<file path="src/verilog/dif_pkg.sv">
// Constants, register map and field layout of the input elastic buffer.
// Assumes one 25 MHz system clock; every pin is sampled synchronously to it.
// Function
// - Sample bus and marker on strobe fall.
// - Two sixteen-bit channels, eight entries deep.
// - Write at write pointer, then advance.
// - Read at read pointer each data-rate cycle.
// - Serial-port pointer reset is always relative.
// - Marker reset relative, absolute in FIFO-rate.
// - Relative reset loads offset at read zero.
// - Acknowledge follows request; controller checks it.
// - Data-rate mode marker loads start level.
// - FIFO-rate mode: sync clears read pointer.
// - Sync sampling edge selectable by control.
// - FIFO-rate marker loads offset immediately.
// - Status reports init method and success.
// - Status MSB warns at level 1/7.
// - Level register is thermometer of level.
// - Word and byte modes: marker high routes to I, low Q.
`default_nettype none

package dif_pkg;

  // ==========================================================
  // Geometry
  localparam int DIF_WORD_W = 16;
  localparam int DIF_DEPTH = 8;
  localparam int DIF_PTR_W = 3;
  localparam int DIF_BUS_W = 32;

  // ==========================================================
  // Register offsets
  localparam logic [7:0] DIF_ADDR_SYNC_CONTROL = 8'h10;
  localparam logic [7:0] DIF_ADDR_PHASE_OFFSET = 8'h17;
  localparam logic [7:0] DIF_ADDR_INIT_STATUS = 8'h18;
  localparam logic [7:0] DIF_ADDR_LEVEL = 8'h19;

  // ==========================================================
  // Field positions
  localparam int DIF_SYNC_EDGE_BIT = 3;
  localparam int DIF_SYNC_MODE_BIT = 6;
  localparam int DIF_SYNC_EN_BIT = 7;
  localparam int DIF_ST_OK_BIT = 0;
  localparam int DIF_ST_REQ_BIT = 1;
  localparam int DIF_ST_ACK_BIT = 2;
  localparam int DIF_ST_BY_MARKER_BIT = 4;
  localparam int DIF_ST_BY_SERIAL_BIT = 5;
  localparam int DIF_ST_WARN_BIT = 7;

  // ==========================================================
  // Reset values
  localparam logic [7:0] DIF_SYNC_CONTROL_RST = 8'h00;
  localparam logic [2:0] DIF_PHASE_OFFSET_RST = 3'h4;

  // ==========================================================
  // Levels that raise the warning flag
  localparam logic [2:0] DIF_LEVEL_LOW = 3'h1;
  localparam logic [2:0] DIF_LEVEL_HIGH = 3'h7;

  // ==========================================================
  // Bus modes and interpolation ratios
  typedef enum logic [1:0] {
    DIF_MODE_DUAL = 2'h0,
    DIF_MODE_WORD = 2'h1,
    DIF_MODE_BYTE = 2'h2
  } dif_mode_t;

  typedef enum logic [1:0] {
    DIF_INTERP_1 = 2'h0,
    DIF_INTERP_2 = 2'h1,
    DIF_INTERP_4 = 2'h2,
    DIF_INTERP_8 = 2'h3
  } dif_interp_t;

  // Strobe periods in one full I/Q load, per bus mode
  localparam logic [2:0] DIF_LOAD_DUAL = 3'h1;
  localparam logic [2:0] DIF_LOAD_WORD = 3'h2;
  localparam logic [2:0] DIF_LOAD_BYTE = 3'h4;

endpackage

`default_nettype wire

</file>
<file path="src/verilog/dif_store.sv">
// Eight-entry, two-channel storage of the input buffer.
// Assumes one writer and one reader driven from the same clock.
`default_nettype none

module dif_store (
  input wire logic clk,
  input wire logic resetn,
  input wire logic wr_en,
  input wire logic [dif_pkg::DIF_PTR_W-1:0] wr_addr,
  input wire logic [dif_pkg::DIF_BUS_W-1:0] wr_data,
  input wire logic [dif_pkg::DIF_PTR_W-1:0] rd_addr,
  output logic [dif_pkg::DIF_BUS_W-1:0] rd_data
);
  import dif_pkg::*;

  typedef struct packed {
    logic [DIF_DEPTH-1:0][DIF_BUS_W-1:0] mem;
    logic [DIF_BUS_W-1:0] rd;
  } dif_store_t;

  dif_store_t st;
  dif_store_t next_st;

  // ==========================================================
  // Storage
  always_comb begin
    next_st = st;
    if (wr_en) begin
      next_st.mem[wr_addr] = wr_data;
    end
    // Read of the entry being written returns old data, as equal pointers must be avoided
    next_st.rd = st.mem[rd_addr];
  end

  always_ff @(posedge clk) begin
    if (!resetn) begin
      st <= '0;
    end else begin
      st <= next_st;
    end
  end

  assign rd_data = st.rd;

endmodule

`default_nettype wire

</file>
<file path="src/verilog/dif_top.sv">
// Input elastic buffer: strobe-port capture, pointers, level init and status.
// Assumes strobe, conversion clock and sync are slow enough to be sampled by clk.
`default_nettype none

module dif_top (
  input wire logic clk,
  input wire logic resetn,
  input wire logic data_strobe_clock,
  input wire logic [dif_pkg::DIF_BUS_W-1:0] data_bus,
  input wire logic channel_marker,
  input wire logic [1:0] bus_mode,
  input wire logic conversion_clock,
  input wire logic [1:0] interp_sel,
  input wire logic reference_sync_input,
  input wire logic [7:0] reg_addr,
  input wire logic [7:0] reg_wdata,
  input wire logic reg_wr,
  input wire logic reg_rd,
  output logic [7:0] reg_rdata,
  output logic [dif_pkg::DIF_WORD_W-1:0] i_out,
  output logic [dif_pkg::DIF_WORD_W-1:0] q_out,
  output logic out_valid,
  output logic fifo_warning
);
  import dif_pkg::*;

  typedef struct packed {
    logic strobe_prev;
    logic conv_prev;
    logic [DIF_PTR_W-1:0] wp;
    logic [DIF_PTR_W-1:0] rp;
    logic [2:0] div_cnt;
    logic [7:0] byte_hi;
    logic byte_half;
    logic [DIF_WORD_W-1:0] i_hold;
    logic [2:0] mark_cnt;
    logic mark_done;
    logic rel_pend;
    logic pend_marker;
    logic req;
    logic init_ok;
    logic by_marker;
    logic by_serial;
    logic [7:0] sync_ctl;
    logic [2:0] offset;
    logic [7:0] rdata;
    logic fetch;
    logic [DIF_WORD_W-1:0] i_out;
    logic [DIF_WORD_W-1:0] q_out;
    logic out_valid;
    logic warn;
  } dif_state_t;

  dif_state_t st;
  dif_state_t next_st;

  logic mem_we;
  logic [DIF_PTR_W-1:0] mem_waddr;
  logic [DIF_BUS_W-1:0] mem_wdata;
  logic [DIF_BUS_W-1:0] mem_rdata;

  // ==========================================================
  // Helpers
  function automatic logic [2:0] load_len(input logic [1:0] mode);
    unique case (mode)
      DIF_MODE_DUAL: load_len = DIF_LOAD_DUAL;
      DIF_MODE_WORD: load_len = DIF_LOAD_WORD;
      default: load_len = DIF_LOAD_BYTE;
    endcase
  endfunction

  function automatic logic [2:0] interp_last(input logic [1:0] sel);
    unique case (sel)
      DIF_INTERP_1: interp_last = 3'h0;
      DIF_INTERP_2: interp_last = 3'h1;
      DIF_INTERP_4: interp_last = 3'h3;
      default: interp_last = 3'h7;
    endcase
  endfunction

  function automatic logic [6:0] thermo(input logic [DIF_PTR_W-1:0] lvl);
    logic [6:0] t;
    t = 7'h00;
    for (int k = 0; k < 7; k++) begin
      t[k] = (3'(k) < lvl);
    end
    thermo = t;
  endfunction

  // ==========================================================
  // Storage
  dif_store u_store (
    .clk(clk),
    .resetn(resetn),
    .wr_en(mem_we),
    .wr_addr(mem_waddr),
    .wr_data(mem_wdata),
    .rd_addr(st.rp),
    .rd_data(mem_rdata)
  );

  // ==========================================================
  // Next-state logic
  logic strobe_fall;
  logic conv_rise;
  logic conv_edge;
  logic rate_tick;
  logic sync_en;
  logic rate_mode;
  logic sync_hit;
  logic serial_trig;
  logic marker_full;
  logic [DIF_PTR_W-1:0] level;
  logic [DIF_PTR_W-1:0] next_level;

  always_comb begin
    next_st = st;
    mem_we = 1'b0;
    mem_waddr = st.wp;
    mem_wdata = '0;
    next_st.strobe_prev = data_strobe_clock;
    next_st.conv_prev = conversion_clock;
    next_st.out_valid = 1'b0;
    sync_en = st.sync_ctl[DIF_SYNC_EN_BIT];
    rate_mode = st.sync_ctl[DIF_SYNC_MODE_BIT];
    serial_trig = 1'b0;
    marker_full = 1'b0;

    strobe_fall = st.strobe_prev && !data_strobe_clock;
    conv_rise = !st.conv_prev && conversion_clock;
    conv_edge = st.sync_ctl[DIF_SYNC_EDGE_BIT] ? (st.conv_prev && !conversion_clock)
                                                 : conv_rise;
    // sync acts only in FIFO-rate mode
    sync_hit = sync_en && !rate_mode && conv_edge && reference_sync_input;

    // ==========================================================
    // Capture and write
    if (strobe_fall) begin
      // count strobes with marker held high
      if (channel_marker) begin
        if (st.mark_cnt != load_len(bus_mode)) begin
          next_st.mark_cnt = st.mark_cnt + 3'h1;
          marker_full = (st.mark_cnt + 3'h1 == load_len(bus_mode));
        end
      end else begin
        next_st.mark_cnt = 3'h0;
      end
      unique case (bus_mode)
        DIF_MODE_DUAL: begin
          mem_we = 1'b1;
          mem_wdata = data_bus;
        end
        DIF_MODE_WORD: begin
          if (channel_marker) begin
            next_st.i_hold = data_bus[DIF_WORD_W-1:0];
          end else begin
            mem_we = 1'b1;
            mem_wdata = {st.i_hold, data_bus[DIF_WORD_W-1:0]};
          end
        end
        default: begin
          // High byte first; a marker change restarts the pairing
          if (!st.byte_half || (st.mark_cnt != 3'h0) != channel_marker) begin
            next_st.byte_hi = data_bus[7:0];
            next_st.byte_half = 1'b1;
          end else begin
            next_st.byte_half = 1'b0;
            if (channel_marker) begin
              next_st.i_hold = {st.byte_hi, data_bus[7:0]};
            end else begin
              mem_we = 1'b1;
              mem_wdata = {st.i_hold, st.byte_hi, data_bus[7:0]};
            end
          end
        end
      endcase
    end

    if (mem_we) begin
      next_st.wp = st.wp + 3'h1;
    end

    // ==========================================================
    // Read side
    rate_tick = 1'b0;
    if (conv_rise) begin
      if (st.div_cnt >= interp_last(interp_sel)) begin
        next_st.div_cnt = 3'h0;
        rate_tick = 1'b1;
      end else begin
        next_st.div_cnt = st.div_cnt + 3'h1;
      end
    end
    next_st.fetch = rate_tick;
    if (rate_tick) begin
      next_st.rp = st.rp + 3'h1;
    end
    if (st.fetch) begin
      next_st.i_out = mem_rdata[DIF_BUS_W-1:DIF_WORD_W];
      next_st.q_out = mem_rdata[DIF_WORD_W-1:0];
      next_st.out_valid = 1'b1;
    end
    // sync clears read pointer and rate phase
    if (sync_hit) begin
      next_st.rp = '0;
      next_st.div_cnt = 3'h0;
    end

    // ==========================================================
    // Pointer initialisation
    if (marker_full) begin
      next_st.init_ok = 1'b0;
      next_st.by_marker = 1'b1;
      next_st.by_serial = 1'b0;
      if (sync_en && !rate_mode) begin
        next_st.wp = st.offset;
        next_st.init_ok = 1'b1;
        next_st.rel_pend = 1'b0;
      end else begin
        // start level at next read zero
        next_st.rel_pend = 1'b1;
        next_st.pend_marker = 1'b1;
      end
    end

    // ==========================================================
    // Register writes
    if (reg_wr) begin
      unique case (reg_addr)
        DIF_ADDR_SYNC_CONTROL: next_st.sync_ctl = reg_wdata;
        DIF_ADDR_PHASE_OFFSET: next_st.offset = reg_wdata[2:0];
        DIF_ADDR_INIT_STATUS: begin
          next_st.req = reg_wdata[DIF_ST_REQ_BIT];
          serial_trig = reg_wdata[DIF_ST_REQ_BIT] && !st.req;
        end
        default: ;
      endcase
    end
    if (serial_trig) begin
      next_st.rel_pend = 1'b1;
      next_st.pend_marker = 1'b0;
      next_st.init_ok = 1'b0;
      next_st.by_serial = 1'b1;
      next_st.by_marker = 1'b0;
    end

    // load offset when read pointer is zero
    // Load wins over a write in the same cycle
    if (st.rel_pend && st.rp == '0 && !serial_trig && !marker_full) begin
      next_st.wp = st.offset;
      next_st.rel_pend = 1'b0;
      next_st.init_ok = 1'b1;
    end

    // ==========================================================
    // Status and readback
    level = st.wp - st.rp;
    next_level = next_st.wp - next_st.rp;
    // warn at level 1 or 7
    next_st.warn = (next_level == DIF_LEVEL_LOW) || (next_level == DIF_LEVEL_HIGH);
    if (reg_rd) begin
      unique case (reg_addr)
        DIF_ADDR_SYNC_CONTROL: next_st.rdata = st.sync_ctl;
        DIF_ADDR_PHASE_OFFSET: next_st.rdata = {5'h00, st.offset};
        DIF_ADDR_INIT_STATUS: begin
          next_st.rdata = 8'h00;
          next_st.rdata[DIF_ST_OK_BIT] = st.init_ok;
          next_st.rdata[DIF_ST_REQ_BIT] = st.req;
          next_st.rdata[DIF_ST_ACK_BIT] = st.req;
          next_st.rdata[DIF_ST_BY_MARKER_BIT] = st.by_marker;
          next_st.rdata[DIF_ST_BY_SERIAL_BIT] = st.by_serial;
          next_st.rdata[DIF_ST_WARN_BIT] = st.warn;
        end
        DIF_ADDR_LEVEL: next_st.rdata = {1'b0, thermo(level)};
        default: next_st.rdata = 8'h00;
      endcase
    end
  end

  // ==========================================================
  // State register
  always_ff @(posedge clk) begin
    if (!resetn) begin
      st <= '0;
      st.sync_ctl <= DIF_SYNC_CONTROL_RST;
      st.offset <= DIF_PHASE_OFFSET_RST;
    end else begin
      st <= next_st;
    end
  end

  assign reg_rdata = st.rdata;
  assign i_out = st.i_out;
  assign q_out = st.q_out;
  assign out_valid = st.out_valid;
  assign fifo_warning = st.warn;

endmodule

`default_nettype wire
</file>
<file path="config.mk">
export PLATFORM = sky130hd
export DESIGN_NAME = dif_top
export DESIGN_NICKNAME = d
export VERILOG_FILES = /design/src/verilog/dif_pkg.sv /design/src/verilog/dif_store.sv /design/src/verilog/dif_top.sv
export SDC_FILE = /design/constraint.sdc
export NUM_CORES = 1
export LEC_CHECK = 0
export ABC_AREA = 1
export BUFFER_PORTS_ARGS = -buffer_cell sky130_fd_sc_hd__buf_2
export CORE_MARGIN = 5
export CORE_UTILIZATION = 55
export DETAILED_ROUTE_END_ITERATION = 7
export HOLD_SLACK_MARGIN = 0.06
export PLACE_DENSITY = 0.77
export REMOVE_ABC_BUFFERS = 1
export SYNTH_ARGS = -nofsm -noshare
export SYNTH_HDL_FRONTEND = slang
export SYNTH_HIERARCHICAL = 1
export SYNTH_SLANG_ARGS = --single-unit
export TNS_END_PERCENT = 30
</file>
<file path="constraint.sdc">
create_clock -name clk -period 2.89 [get_ports clk]
set_input_delay 0 -clock clk [delete_from_list [all_inputs] [get_ports clk]]
set_output_delay 0 -clock clk [all_outputs]
set_load 0.02 [all_outputs]
</file>
==> run summary <==
========================================================================================
Status                                                                      finished clean
Number of fill cells                                                               2,822
Layout Area Growth over Synthesis                                                  11.5%
Gate count after technology mapping                                                2,509
Final worst path period need                                                     2.78 ns
Non-filler cells in the finished layout                                            2,995
Area contributors post-synth                                                dfxtp_1 (43%), a21oi_1 (8.6%), nand2_1 (8.3%)
Async set-reset flop share out of synthesis                                           0%
Unrepaired setup endpoints after global routing                                      yes
Startpoint types                                                                register
Final WL                                                                       47,800 µm
Largest area contributor in the synthesized netlist                              dfxtp_1
Netlist cell types                                                                    47
Final setup violating endpoints                                                        0
Initial antenna violation count                                                        4
Register cell area after layout                                                 7740 µm²
Via count of the routed design                                                    16,400
Total congestion overflow after global routing                                         0
Post-DR vias/cell                                                                   5.46
Width of the chip                                                                 191 µm
Via count of the first global-routing pass                                        15,500
Y dimension of the die                                                            191 µm
Routed wire per std cell                                                         16.0 µm
Worst slew pin tran                                                             0.946 ns
Fraction of layout cells with a size suffix above 1                                11.4%
Number of detailed-routing iterations run before antenna repair                        6
Total half-perimeter wirelength after legalization and detailed placement      27,300 µm
DRC violation total after the first TritonRoute iteration                          1,540
Root buf cell                                                                  clkbuf_16
Footprint of the multi-input gates                                              7540 µm²
Cell area after technology mapping                                            18,100 µm²
Area share of the leading cell type in the synthesized netlist                     42.8%
Worst EP required                                                                3.32 ns
Final number of hold-violating endpoints                                               0
Highest attainable clock frequency                                             0.359 GHz
Syn Area/Cell                                                                   7.19 µm²
Clk pin slew, worst setup/hold paths                                             0.06 ns
Worst clock skew                                                               0.0115 ns
Leakage                                                                          8.67 nW
Final routed DRC violation total                                                       0
Critical Setup Path Class                                                        reg2reg
Worst-Skew Late Latency                                                          0.53 ns
Number of enable-type register cells in the synthesized netlist                        0
Kind of path behind the tightest hold check                                       in2reg
Clk buf depth                                                                          3
Site row count                                                                        66
Number of antenna-violating nets in the routed design                                  0
WP data arrival                                                                  3.21 ns
Maximum ir drop on the vdd rail                                                 0.460 mV
Routability Congestion                                                             0.881
TritonCTS Buffers                                                                     41
Part of the cycle the worst path needs                                             96.3%
Setup crit end kind                                                             register
Pin count of the biggest net entering global routing                                 176
Top fanout value on the critical path                                                  4
H-Tree Depth                                                                           2
TritonCTS clock tree                                                                done
Initial Util                                                                       55.6%
Inst Count DP                                                                      2,860
PortBufs                                                                             101
Clock Sinks                                                                          386
Share of synthesized area occupied by flip-flops and latches                       42.8%
Max-capacitance violation count                                                        0
FF+latch count, synth                                                                386
Final Worst Setup Slack                                                         0.106 ns
Predominant post-synthesis flop cell                                             dfxtp_1
PwrDens                                                                       624 nW/µm²
First-pass GRT wire length                                                     76,800 µm
Yosys warning count                                                                    6
Num ports                                                                            102
Headroom to the max-slew limit                                                     36.9%
Core Footprint                                                                32,500 µm²
Worst slack after detailed placement                                           0.0438 ns
Number of pins exceeding their max-slew limit in the final report                      0
Global routing usage summed across all routing layers                              25.3%
Final nets                                                                         2,591
Area of the die                                                               36,500 µm²
========================================================================================
registers in the layout, indices dropped and copies added, names as in the netlist:
register and cells:
u_store/rd_data 32, i_out 16, mem_waddr 3, rate_mode 1, reg_rdata 8, u_store/st 256
st 52, q_out 16, out_valid 1, fifo_warning 1
worst paths after layout:
| kind | from | to | slack (ns) | cells past startpoint |
|---|---|---|---|---|
| setup / recovery | st[62] | fifo_warning | 0.11 | 19 |
| hold / removal | data_bus[21] | u_store/st[181] | 0.08 | 5 |
| setup reg to reg | st[62] | fifo_warning | 0.11 | 19 |
| hold reg to reg | u_store/st[61] | u_store/st[61] | 0.45 | 2 |
layer usage:
layer / vias to the layer above / wire length, µm / part of all wire (%) / GRT usage, %
met5: - / 8 / 0.017 / 0
met4: 2 / 1640 / 3.4 / 9.89
met3: 110 / 3400 / 7.1 / 3.69
met2: 612 / 22600 / 47 / 42.8
met1: 7598 / 20200 / 42 / 32.7
li1: 8041 / - / - / -
worst max-delay path: stages (launching register included):
cell and delay [ns]:
dfxtp_2 0.36, inv_2 0.05, ha_4 0.26, inv_1 0.04
nand3_1 0.08, nand2_2 0.07, nor2_4 0.13, nand3_4 0.10
nand3_4 0.10, nand4_1 0.11, nand2_1 0.09, inv_2 0.04
ha_2 0.18, fa_1 0.53, xor2_1 0.20, inv_1 0.06
nand4_1 0.08, nand2_1 0.07, nor2_1 0.10, nor2_1 0.05
timing repair:
action / 4_1_cts / 5_1_grt
cloned: 0 / 0
hold buffers: 53 / 0
hold endpoints to repair: 120 / 0
pin swaps: 3 / 7
buffers inserted: 3 / 2
gates resized for setup: 4 / 8
setup endpoints to repair: 1 / 4
Yosys cell counts (2+ instances only):
cell type / instances
nor2_2: 3
ha_1: 11
nor3_1: 3
nor2_4: 7
nand2_2: 5
or2_2: 2
nand3_4: 2
nand2_4: 9
xor2_1: 4
o21ai_2: 2
nand4_2: 3
mux2_2: 8
nor2_1: 188
nor4_1: 2
a21oi_1: 309
buf_4: 82
clkbuf_1: 51
nand3_1: 190
o21ai_0: 217
buf_1: 7
xnor2_1: 2
nand2_1: 399
o21ai_1: 148
buf_6: 39
nand4_1: 7
inv_1: 327
inv_2: 11
fa_1: 2
a21oi_2: 5
nand3b_1: 10
buf_2: 51
o211ai_1: 3
dfxtp_1: 386
logic make-up (layout without fill, tap and decap cells):
group                    after synthesis  after routing  share of synthesized area, %
buffers and inverters                571            612                          15.6
AND/OR/NAND/NOR                      836            836                          20.4
AO/OA/AOI/OAI                        688            688                          19.3
adder cells (fa/ha/maj)               13             13                         0.984
flip-flops                           386            386                          42.8
other                                  0              3                             0
XOR/XNOR                               7              7                         0.381
multiplexers                           8              8                         0.499
power by group:
group	switching, mW	total, mW	internal [mW]
Combinational	0.896	1.35	0.455
Sequential	0.0508	5.50	5.45
Clock	2.15	5.72	3.57
Total	3.10	12.6	9.47
stage by stage:
| stage | utilization, % | instance area, µm² | TNS [ns] | hold slack [ns] | total power, mW |
|---|---|---|---|---|---|
| floorplan | - | 16500 | -97.63 | 0.0841 | 6.47 |
| global placement | 55.6 | 18000 | 0 | 0.193 | 6.85 |
| detailed placement | 55.6 | 18000 | 0 | 0.208 | 6.88 |
| CTS | 61.9 | 20100 | 0 | 0.0646 | 12.6 |
| global route | 62.0 | 20100 | -0.0726 | 0.122 | 13.0 |
| finish | 62.0 | 20100 | 0 | 0.0816 | 12.6 |
cells in the final DEF, fill, tap and decap left out, drive strengths merged, types with 6 or more instances in the layout:
cell	instances
bufinv	6
o21ai	367
nand2	413
nand3	193
mux2	8
ha	11
dfxtp	386
dlygate4sd3	52
nand4	10
inv	342
nor2	199
clkbuf	63
nand3b	10
a21oi	314
buf	143
cell type report:
class                           count  share of cell area [%]
Multi-Input combinational cell   1552                    37.5
Clock inverter                     13                    1.13
Timing Repair Buffer              196                    7.49
Clock buffer                       62                    6.30
Sequential cell                   386                    38.4
Inverter                          341                    6.40
Tap cell                          442                    2.75
Antenna cell                        3                  0.0373
No activity file was read; power rests on OpenSTA's default activity.
